[src/pkg/frl_map.svh]
// Register offsets, field positions, limits and timing counts of the flow filter
`ifndef FRL_MAP_SVH
`define FRL_MAP_SVH
// ==============================================================
// Register byte offsets
`define FRL_A_RATE    6'h00
`define FRL_A_HOLD    6'h04
`define FRL_A_CUT     6'h08
`define FRL_A_DSEL    6'h0C
`define FRL_A_CMD     6'h10
`define FRL_A_STATUS  6'h14
`define FRL_A_CLEAR   6'h18
`define FRL_A_ENABLE  6'h1C
`define FRL_A_STATE   6'h20
// ==============================================================
// Field positions
`define FRL_CMD_OK     0
`define FRL_CMD_CANCEL 1
`define FRL_ST_ERR     0
`define FRL_ST_CUT     1
`define FRL_ST_REJ     2
`define FRL_ST_APPLY   3
// ==============================================================
// Limits in 0.1 % of span, seconds
`define FRL_RATE_MAX  9'h12C
`define FRL_CUT_MAX   7'h64
`define FRL_HOLD_MAX  5'h14
// ==============================================================
// Timing: one sample per interval, samples per second derived
`define FRL_SAMPLE_MS 50
`define FRL_SPS       9'((1000 / `FRL_SAMPLE_MS))
// Bus answers
`define FRL_OKAY      2'h0
`define FRL_SLVERR    2'h2
`endif

[src/pkg/frl_pkg.sv]
// Types shared by the flow filter modules
`default_nettype none
package frl_pkg;
  // Bus channel states, one-hot
  typedef enum logic [1:0] {FRL_IDLE = 2'h1, FRL_RESP = 2'h2} frl_bus_t;
  // One full filter configuration
  typedef struct packed {
    logic [8:0] rate;
    logic [4:0] hold;
    logic [6:0] cut;
    logic       dsel;
  } frl_cfg_t;
endpackage
`default_nettype wire

[src/rtl/frl_limiter.sv]
// Rate-of-change limiter with persistence hold
`timescale 1ns/1ps
`default_nettype none
`include "frl_map.svh"
module frl_limiter (
  input  wire logic        clk_sys,
  input  wire logic        rstn,
  input  wire logic        in_valid,
  input  wire logic [15:0] in_value,
  input  wire logic [8:0]  rate_change_threshold,
  input  wire logic [4:0]  persist_hold_time,
  output logic             out_valid,
  output logic [15:0]      out_value,
  output logic             rejected
);
  typedef struct packed {
    logic        vld;
    logic [15:0] avg;
    logic        rej;
    logic        dir;
    logic [8:0]  cnt;
  } frl_lim_st_t;
  frl_lim_st_t st;
  frl_lim_st_t next_st;
  logic [16:0] diff;
  logic [16:0] mag;
  logic        off;
  logic        over;
  logic        up;
  logic [8:0]  run;
  logic [8:0]  holds;
  logic [15:0] step_up;
  logic [15:0] step_dn;

  // ==============================================================
  // Next average per sample
  always_comb
  begin
    next_st = st;
    next_st.vld = in_valid;
    next_st.rej = 1'b0;
    diff = {in_value[15], in_value} - {st.avg[15], st.avg};
    mag = diff[16] ? 17'(-diff) : diff;
    up = !diff[16];
    off = (rate_change_threshold == 9'h000) || (persist_hold_time == 5'h00);
    over = mag > {8'h00, rate_change_threshold};
    holds = {4'h0, persist_hold_time} * `FRL_SPS;
    run = (st.cnt != 9'h000 && st.dir == up) ? st.cnt + 9'h001 : 9'h001;
    step_up = st.avg + {7'h00, rate_change_threshold};
    step_dn = st.avg - {7'h00, rate_change_threshold};
    if (in_valid)
    begin
      if (off || !over || run > holds)
      begin
        next_st.avg = in_value;
        next_st.cnt = 9'h000;
      end
      else
      begin
        next_st.avg = up ? step_up : step_dn;
        next_st.cnt = run;
        next_st.dir = up;
        next_st.rej = 1'b1;
      end
    end
  end

  // State register
  always_ff @(posedge clk_sys or negedge rstn)
  begin
    if (!rstn)
      st <= '0;
    else
      st <= next_st;
  end

  assign out_valid = st.vld;
  assign out_value = st.avg;
  assign rejected  = st.rej;
endmodule
`default_nettype wire

[src/rtl/frl_cutoff.sv]
// Low cutoff with release hysteresis, display selection and pulse gate
`timescale 1ns/1ps
`default_nettype none
`include "frl_map.svh"
module frl_cutoff (
  input  wire logic        clk_sys,
  input  wire logic        rstn,
  input  wire logic        in_valid,
  input  wire logic [15:0] in_value,
  input  wire logic [6:0]  cutoff_threshold,
  input  wire logic        display_cutoff_select,
  input  wire logic        pulse_req,
  output logic             out_valid,
  output logic [15:0]      current_value,
  output logic [15:0]      display_value,
  output logic [15:0]      comm_value,
  output logic             cut_active,
  output logic             cut_enter,
  output logic             pulse_out
);
  typedef struct packed {
    logic        vld;
    logic        cut;
    logic        ent;
    logic        pls;
    logic [15:0] cur;
    logic [15:0] disp;
  } frl_cut_st_t;
  frl_cut_st_t st;
  frl_cut_st_t next_st;
  logic [15:0] mag;
  logic [8:0]  c5;
  logic        rel;
  logic        cut_nx;

  // ==============================================================
  // Cutoff decision and value forcing
  always_comb
  begin
    next_st = st;
    next_st.vld = in_valid;
    next_st.ent = 1'b0;
    mag = in_value[15] ? 16'(-in_value) : in_value;
    c5 = {cutoff_threshold, 2'h0} + {2'h0, cutoff_threshold};
    rel = {mag, 2'h0} > {9'h000, c5};
    cut_nx = st.cut ? !rel : (mag <= {9'h000, cutoff_threshold});
    next_st.pls = pulse_req && !st.cut;
    if (in_valid)
    begin
      next_st.cut = cut_nx;
      next_st.ent = cut_nx && !st.cut;
      next_st.cur = cut_nx ? 16'h0000 : in_value;
      next_st.disp = (display_cutoff_select && cut_nx) ? 16'h0000 : in_value;
    end
  end

  // State register
  always_ff @(posedge clk_sys or negedge rstn)
  begin
    if (!rstn)
      st <= '0;
    else
      st <= next_st;
  end

  assign out_valid     = st.vld;
  assign current_value = st.cur;
  assign display_value = st.disp;
  assign comm_value    = st.disp;
  assign cut_active    = st.cut;
  assign cut_enter     = st.ent;
  assign pulse_out     = st.pls;
endmodule
`default_nettype wire

[src/rtl/frl_flow_limit.sv]
// Flow filter top: register slave, parameter commit, limiter and cutoff
// ==============================================================
`timescale 1ns/1ps
`default_nettype none
`include "frl_map.svh"
module frl_flow_limit (
  input  wire logic        clk_sys,
  input  wire logic        rstn,
  // AXI4-Lite slave
  input  wire logic [5:0]  s_axi_awaddr,
  input  wire logic        s_axi_awvalid,
  output logic             s_axi_awready,
  input  wire logic [31:0] s_axi_wdata,
  input  wire logic [3:0]  s_axi_wstrb,
  input  wire logic        s_axi_wvalid,
  output logic             s_axi_wready,
  output logic [1:0]       s_axi_bresp,
  output logic             s_axi_bvalid,
  input  wire logic        s_axi_bready,
  input  wire logic [5:0]  s_axi_araddr,
  input  wire logic        s_axi_arvalid,
  output logic             s_axi_arready,
  output logic [31:0]      s_axi_rdata,
  output logic [1:0]       s_axi_rresp,
  output logic             s_axi_rvalid,
  input  wire logic        s_axi_rready,
  // Sample stream and totalizer
  input  wire logic        sample_valid,
  input  wire logic [15:0] sample_value,
  input  wire logic        pulse_req,
  output logic             out_valid,
  output logic [15:0]      current_value,
  output logic [15:0]      display_value,
  output logic [15:0]      comm_value,
  output logic             pulse_out,
  output logic             irq
);
  typedef struct packed {
    frl_pkg::frl_bus_t ws;
    frl_pkg::frl_bus_t rs;
    logic              aw_got;
    logic              w_got;
    logic [5:0]        awaddr;
    logic [31:0]       wdata;
    logic [3:0]        wstrb;
    logic              awready;
    logic              wready;
    logic              bvalid;
    logic [1:0]        bresp;
    logic              arready;
    logic              rvalid;
    logic [31:0]       rdata;
    logic [1:0]        rresp;
    frl_pkg::frl_cfg_t edit;
    frl_pkg::frl_cfg_t stored;
    frl_pkg::frl_cfg_t active;
    logic              pend;
    logic [3:0]        status;
    logic [3:0]        enable;
    logic              irq;
  } frl_top_st_t;
  frl_top_st_t st;
  frl_top_st_t next_st;

  logic        aw_hs;
  logic        w_hs;
  logic        ar_hs;
  logic        wr_go;
  logic [5:0]  waddr;
  logic [31:0] wdat;
  logic [3:0]  wstb;
  logic [31:0] cmdw;
  logic        cmd_ok;
  logic        cmd_cancel;
  logic [3:0]  clr;
  logic [3:0]  set;
  logic        err;
  logic        applied;
  logic        lim_valid;
  logic [15:0] lim_value;
  logic        lim_rej;
  logic        cut_active;
  logic        cut_enter;

  // ==============================================================
  // Byte-lane merge for a register write
  function automatic logic [31:0] wmerge(
    input logic [31:0] old,
    input logic [31:0] dat,
    input logic [3:0]  stb
  );
    logic [31:0] m;
    m = old;
    for (int i = 0; i < 4; i++)
    begin
      if (stb[i])
        m[8*i +: 8] = dat[8*i +: 8];
    end
    return m;
  endfunction

  // ==============================================================
  // Bus slave, commit logic, status and interrupt
  always_comb
  begin
    next_st = st;
    cmd_ok = 1'b0;
    cmd_cancel = 1'b0;
    clr = 4'h0;
    err = 1'b0;
    applied = 1'b0;
    cmdw = 32'h0000_0000;
    aw_hs = s_axi_awvalid && st.awready;
    w_hs = s_axi_wvalid && st.wready;
    ar_hs = s_axi_arvalid && st.arready;
    // Address and data are taken in either order
    if (aw_hs)
    begin
      next_st.aw_got = 1'b1;
      next_st.awaddr = s_axi_awaddr;
    end
    if (w_hs)
    begin
      next_st.w_got = 1'b1;
      next_st.wdata = s_axi_wdata;
      next_st.wstrb = s_axi_wstrb;
    end
    waddr = next_st.awaddr;
    wdat = next_st.wdata;
    wstb = next_st.wstrb;
    wr_go = (st.ws == frl_pkg::FRL_IDLE) && next_st.aw_got && next_st.w_got;
    // Register write
    if (wr_go)
    begin
      next_st.ws = frl_pkg::FRL_RESP;
      next_st.aw_got = 1'b0;
      next_st.w_got = 1'b0;
      next_st.bvalid = 1'b1;
      next_st.bresp = `FRL_OKAY;
      case (waddr)
        `FRL_A_RATE:
          next_st.edit.rate = 9'(wmerge({23'h00_0000, st.edit.rate}, wdat, wstb));
        `FRL_A_HOLD:
          next_st.edit.hold = 5'(wmerge({27'h000_0000, st.edit.hold}, wdat, wstb));
        `FRL_A_CUT:
          next_st.edit.cut = 7'(wmerge({25'h000_0000, st.edit.cut}, wdat, wstb));
        `FRL_A_DSEL:
          next_st.edit.dsel = 1'(wmerge({31'h0000_0000, st.edit.dsel}, wdat, wstb));
        `FRL_A_CMD:
        begin
          cmdw = wmerge(32'h0000_0000, wdat, wstb);
          cmd_ok = cmdw[`FRL_CMD_OK];
          cmd_cancel = cmdw[`FRL_CMD_CANCEL];
        end
        `FRL_A_CLEAR:
          clr = 4'(wmerge(32'h0000_0000, wdat, wstb));
        `FRL_A_ENABLE:
          next_st.enable = 4'(wmerge({28'h000_0000, st.enable}, wdat, wstb));
        `FRL_A_STATUS, `FRL_A_STATE:
          next_st.bresp = `FRL_OKAY;
        default:
          next_st.bresp = `FRL_SLVERR;
      endcase
    end
    if (st.ws == frl_pkg::FRL_RESP && s_axi_bready)
    begin
      next_st.ws = frl_pkg::FRL_IDLE;
      next_st.bvalid = 1'b0;
    end
    next_st.awready = (next_st.ws == frl_pkg::FRL_IDLE) && !next_st.aw_got;
    next_st.wready = (next_st.ws == frl_pkg::FRL_IDLE) && !next_st.w_got;
    // Register read
    if (ar_hs)
    begin
      next_st.rs = frl_pkg::FRL_RESP;
      next_st.rvalid = 1'b1;
      next_st.rresp = `FRL_OKAY;
      case (s_axi_araddr)
        `FRL_A_RATE:   next_st.rdata = {23'h00_0000, st.edit.rate};
        `FRL_A_HOLD:   next_st.rdata = {27'h000_0000, st.edit.hold};
        `FRL_A_CUT:    next_st.rdata = {25'h000_0000, st.edit.cut};
        `FRL_A_DSEL:   next_st.rdata = {31'h0000_0000, st.edit.dsel};
        `FRL_A_STATUS: next_st.rdata = {28'h000_0000, st.status};
        `FRL_A_ENABLE: next_st.rdata = {28'h000_0000, st.enable};
        `FRL_A_STATE:  next_st.rdata = {lim_value, 14'h0000, st.pend, cut_active};
        `FRL_A_CMD, `FRL_A_CLEAR:
          next_st.rdata = 32'h0000_0000;
        default:
        begin
          next_st.rdata = 32'h0000_0000;
          next_st.rresp = `FRL_SLVERR;
        end
      endcase
    end
    if (st.rs == frl_pkg::FRL_RESP && s_axi_rready)
    begin
      next_st.rs = frl_pkg::FRL_IDLE;
      next_st.rvalid = 1'b0;
    end
    next_st.arready = (next_st.rs == frl_pkg::FRL_IDLE);
    // Load stored settings while no sample is in flight
    if (st.pend && !sample_valid && !lim_valid)
    begin
      next_st.active = st.stored;
      next_st.pend = 1'b0;
      applied = 1'b1;
    end
    // Cancel wins over confirm in the same write
    if (cmd_cancel)
      next_st.edit = st.stored;
    else if (cmd_ok)
    begin
      // Each out-of-range field is refused and its edit restored
      if (st.edit.rate > `FRL_RATE_MAX)
      begin
        err = 1'b1;
        next_st.edit.rate = st.stored.rate;
      end
      else
        next_st.stored.rate = st.edit.rate;
      if (st.edit.cut > `FRL_CUT_MAX)
      begin
        err = 1'b1;
        next_st.edit.cut = st.stored.cut;
      end
      else
        next_st.stored.cut = st.edit.cut;
      if (st.edit.hold > `FRL_HOLD_MAX)
      begin
        err = 1'b1;
        next_st.edit.hold = st.stored.hold;
      end
      else
        next_st.stored.hold = st.edit.hold;
      next_st.stored.dsel = st.edit.dsel;
      next_st.pend = 1'b1;
    end
    // Sticky status: a new event beats a clear in the same cycle
    set = 4'h0;
    set[`FRL_ST_ERR] = err;
    set[`FRL_ST_CUT] = cut_enter;
    set[`FRL_ST_REJ] = lim_rej;
    set[`FRL_ST_APPLY] = applied;
    next_st.status = (st.status & ~clr) | set;
    next_st.irq = |(next_st.status & next_st.enable);
  end

  // State register
  always_ff @(posedge clk_sys or negedge rstn)
  begin
    if (!rstn)
    begin
      st <= '0;
      st.ws <= frl_pkg::FRL_IDLE;
      st.rs <= frl_pkg::FRL_IDLE;
    end
    else
      st <= next_st;
  end

  // ==============================================================
  // Bus outputs straight from the state register
  assign s_axi_awready = st.awready;
  assign s_axi_wready  = st.wready;
  assign s_axi_bvalid  = st.bvalid;
  assign s_axi_bresp   = st.bresp;
  assign s_axi_arready = st.arready;
  assign s_axi_rvalid  = st.rvalid;
  assign s_axi_rdata   = st.rdata;
  assign s_axi_rresp   = st.rresp;
  assign irq           = st.irq;

  // ==============================================================
  // Limiter stage
  frl_limiter u_lim (
    .clk_sys               (clk_sys),
    .rstn                  (rstn),
    .in_valid              (sample_valid),
    .in_value              (sample_value),
    .rate_change_threshold (st.active.rate),
    .persist_hold_time     (st.active.hold),
    .out_valid             (lim_valid),
    .out_value             (lim_value),
    .rejected              (lim_rej)
  );

  // Cutoff stage
  frl_cutoff u_cut (
    .clk_sys               (clk_sys),
    .rstn                  (rstn),
    .in_valid              (lim_valid),
    .in_value              (lim_value),
    .cutoff_threshold      (st.active.cut),
    .display_cutoff_select (st.active.dsel),
    .pulse_req             (pulse_req),
    .out_valid             (out_valid),
    .current_value         (current_value),
    .display_value         (display_value),
    .comm_value            (comm_value),
    .cut_active            (cut_active),
    .cut_enter             (cut_enter),
    .pulse_out             (pulse_out)
  );
endmodule
`default_nettype wire

[config.mk]
export PLATFORM = sky130hd
export DESIGN_NAME = frl_flow_limit
export DESIGN_NICKNAME = d
export VERILOG_FILES = /design/src/pkg/frl_pkg.sv /design/src/rtl/frl_limiter.sv /design/src/rtl/frl_cutoff.sv /design/src/rtl/frl_flow_limit.sv
export VERILOG_INCLUDE_DIRS = /design/src /design/src/pkg
export SDC_FILE = /design/constraint.sdc
export NUM_CORES = 1
export LEC_CHECK = 0
export BUFFER_PORTS_ARGS = -buffer_cell sky130_fd_sc_hd__buf_2
export CAP_MARGIN = 20
export CORE_UTILIZATION = 55
export DETAILED_ROUTE_END_ITERATION = 6
export PLACE_DENSITY = 0.77
export RECOVER_POWER = 25
export SLEW_MARGIN = 30
export SYNTH_ARGS = -nofsm -noshare
export SYNTH_HDL_FRONTEND = slang
export SYNTH_SLANG_ARGS = --single-unit
[constraint.sdc]
create_clock -name clk_sys -period 12.1 [get_ports clk_sys]
set_clock_uncertainty 0.1 [all_clocks]
set_input_delay 1.815 -clock clk_sys [delete_from_list [all_inputs] [get_ports clk_sys]]
set_output_delay 1.815 -clock clk_sys [all_outputs]
set_load 0.01 [all_outputs]
==> flow_metrics.py <==
metrics = {
    "critical_path": {
        "worst_r2r_path_depth": 25,
        "critPathLaunchType": "primary input",
        "endpoint": "u_lim.out_value[13]",
        "crit_top_cell": "nand2b_1",
        "crit_path_max_fanout": 29,
        "cp_data_required_time_ns": 12.34,
        "startpoint": "sample_value[0]",
        "critical_path_cell_count": 27,
        "max_stage_delay_ns": 0.54,
        "r2r-start": "u_lim.out_value[0]",
        "cp-end-kind": "flop",
        "rr_endpoint": "u_lim.out_value[13]",
        "crit_buf_inv": 3,
        "path_class": "in -> reg",
        "cp.arrival_ns": 7.37,
        "critical_path.slowest_cell": "or2_1",
        "cp_top_family": "simple AND/OR/NAND/NOR gates",
        "r2r_slack_ns": 5.91,
    },
    "floorplanning": {
        "num_rows": 53,
        "die_y_um": 149.4,
        "ios": 165,
        "die_area_sq_um": 22310,
        "fp.coreArea_sq_um": 21150,
        "initial_core_util": 0.5646,
        "fp.dieW_um": 149.4,
    },
    "final_layout": {
        "nets": 1475,
        "fin_area_sq_um": 13140,
        "area_growth_pct": 10.02,
        "fin_util": 0.6211,
        "drive_above_1_share": 0.1755,
    },
    "sta": {
        "fin_crit_ns": 7.137,
        "hold_viol_final": 0,
        "worstMarginPinSlew_ns": 3.944,
        "setup_slack_ns": 4.963,
        "tns_ns": 0,
        "max_slew_margin": -1.630,
        "finalCritPeriodShare": 0.5899,
        "rsz0062_at_grt": "no",
        "fmax_mhz": 140.1,
        "finalSetupViolCount": 0,
        "whs_ns": 0.3722,
        "final_max_slew_viol_count": 128,
    },
    "cts": {
        "htree_num_levels": 4,
        "cts_root_buffer": "clkbuf_16",
        "ctsResizeCount": 0,
        "cts_made_buffers": 17,
        "cts_tree": "done",
        "cts.clk_slew.worst_paths_ns": 0.09,
        "cts.sinks": 195,
        "post-cts-setup-buffers": 0,
        "hold_buffers": 0,
        "clockBufferDepth": 2,
        "insertion_delay_ns": 0.45,
    },
    "synth": {
        "synth_edf_count": 0,
        "ys.flop_type": "dfrtp_1",
        "yosysMostFrequentCell": "dfrtp_1",
        "netlist_area_sq_um": 11940,
        "yosys_warnings": 0,
        "ys_ff_latch": 195,
        "synth-seq-area-share": 0.4088,
        "synthCells": 1249,
        "yosys.area.top_type_share": 0.4044,
        "synth_top_area_cell": "dfrtp_1",
        "yosys-top-cells-count": "dfrtp_1 (193), nand2_1 (145), ha_1 (78)",
        "syn_avg_cell_area_sq_um": 9.562,
        "synth.top_cells.by_area": "dfrtp_1 (40%), ha_1 (8.2%), nand2_1 (4.6%)",
        "synthArstFlopShare": 1.000,
        "synth_cell_types": 77,
    },
    "grt": {
        "first_global_vias": 9275,
        "grt_max_degree": 126,
        "antenna_found_initial": 1,
        "grt-ovfl-total": 0,
        "grtUsageTotal": 0.2717,
        "grt_pass1_wl_mm": 47.27,
    },
    "pwr": {
        "irDropWorstVdd_uv": 164.5,
        "seqPwrFrac": 0.294,
        "p_per_area_nw_per_um2": 222.4,
        "p_sw_frac": 0.4390,
        "p_int_mw": 1.639,
        "leakage_nw": 6.381,
        "p_switching_mw": 1.283,
        "comb_power_share": 0.501,
        "p_clk_frac": 0.205,
    },
    "placement": {
        "io_buffer_count": 130,
        "preCtsSetupSlack_ns": 4.590,
        "hpwlAfterDp_mm": 21.50,
        "placedInstanceArea_sq_um": 12490,
        "place.gp.congestion": 0.8888,
    },
    "min_path": {
        "hold_depth": 1,
        "min_path_type": "reg -> reg",
    },
    "outcome": {
        "status": "complete, but fails checks",
        "violations": "capacitance limit, slew limit",
    },
    "route": {
        "dr.first_iter.drc_count": 661,
        "route.detailed.drc": 0,
        "wl_per_cell_um": 18.23,
        "viasPerCell": 6.028,
        "dr.pass1.iters": 5,
        "ant_nets": 0,
        "vias": 9699,
        "wl_mm": 29.33,
    },
    "run": {
        "cap_viol_max_count": 2,
    },
}
==> per-stage QoR <==
| stage | total power [mW] | cells |
|---|---|---|
| after CTS | 2.912 | 1607 |
| after detailed placement | 2.294 | 1575 |
| after floorplan | 1.936 | 1257 |
| after global placement | 2.245 | 1575 |
| final | 2.922 | 1609 |
| after global routing | 3.128 | 1609 |
==> layout by cell type, fill, tap and decap left out, drive strengths merged, types with 7 or more instances in the layout <==
cell and instances:
or3 11, o221ai 11, clkbuf 20, nor2 76
o21a 12, o2bb2ai 22, xor2 19, or2 7
nand3 32, nor4 7, nor2b 15, nand2 145
ha 78, o21ai 86, a22o 33, nor3 21
dfrtp 193, buf 139, a21oi 50, mux2 47
o31ai 7, mux2i 32, nand2b 9, xnor2 40
and3 11, inv 70, clkinv 8, a21o 18
a31oi 10, conb 9
==> worst min-delay path by stage <==
stage | startpoint | to | slack (ns)
global route | st[160] | s_axi_awready | 0.40
finish | st[160] | s_axi_awready | 0.37
floorplan | u_lim.out_valid | u_cut.out_valid | 0.25
detailed placement | st[160] | s_axi_awready | 0.37
global placement | st[160] | s_axi_awready | 0.36
CTS | st[160] | s_axi_awready | 0.38
==> layout make-up <==
cell class	instances	area, sq um
Fill cell	1766	8015
Clock inverter	15	220.2
Tap cell	275	344.1
Sequential cell	195	4882
Multi-Input combinational cell	901	6290
Inverter	63	236.5
Clock buffer	17	425.4
Timing Repair Buffer	142	738.2
Antenna cell	1	2.502
==> flip-flops by register name (all words and copies together) (netlist names) <==
name,cells
u_cut.out_valid,1
u_cut.cut_enter,1
st,98
u_cut.comm_value,16
u_cut.cut_active,1
s_axi_rresp,1
u_lim.out_value,16
u_lim.st,10
s_axi_rvalid,1
u_cut.current_value,16
s_axi_bresp,1
s_axi_arready,1
u_lim.out_valid,1
s_axi_wready,1
u_lim.rejected,1
s_axi_awready,1
u_cut.pulse_out,1
s_axi_bvalid,1
s_axi_rdata,25
irq,1
==> kinds of logic after synthesis <==
| family | after synthesis | synth area share |
|---|---|---|
| adders and majority gates | 82 | 0.08842 |
| other | 1 | 0.0003140 |
| muxes | 79 | 0.07114 |
| AOI/OAI and AO/OA | 307 | 0.1756 |
| DFF | 195 | 0.4088 |
| buffers and inverters | 161 | 0.06873 |
| and+or+nand+nor | 365 | 0.1437 |
| xor gates and xnor gates | 59 | 0.04327 |
==> power by group through the flow <==
stage / logic [mW] / registers (mW) / clock network, mW
floorplan: 1.11 / 0.823 / 0
global route: 1.62 / 0.869 / 0.636
detailed placement: 1.43 / 0.866 / 0
finish: 1.46 / 0.859 / 0.600
CTS: 1.45 / 0.854 / 0.610
global placement: 1.38 / 0.864 / 0
==> routing by layer <==
metal	track usage	wire, um	vias to the layer above
met4	0.08776	613	0
met2	0.4250	13750	319
met5	0	0	-
li1	-	-	4563
met3	0.05719	1863	43
met1	0.3752	13110	4774
(Power assumes the default switching activity.)
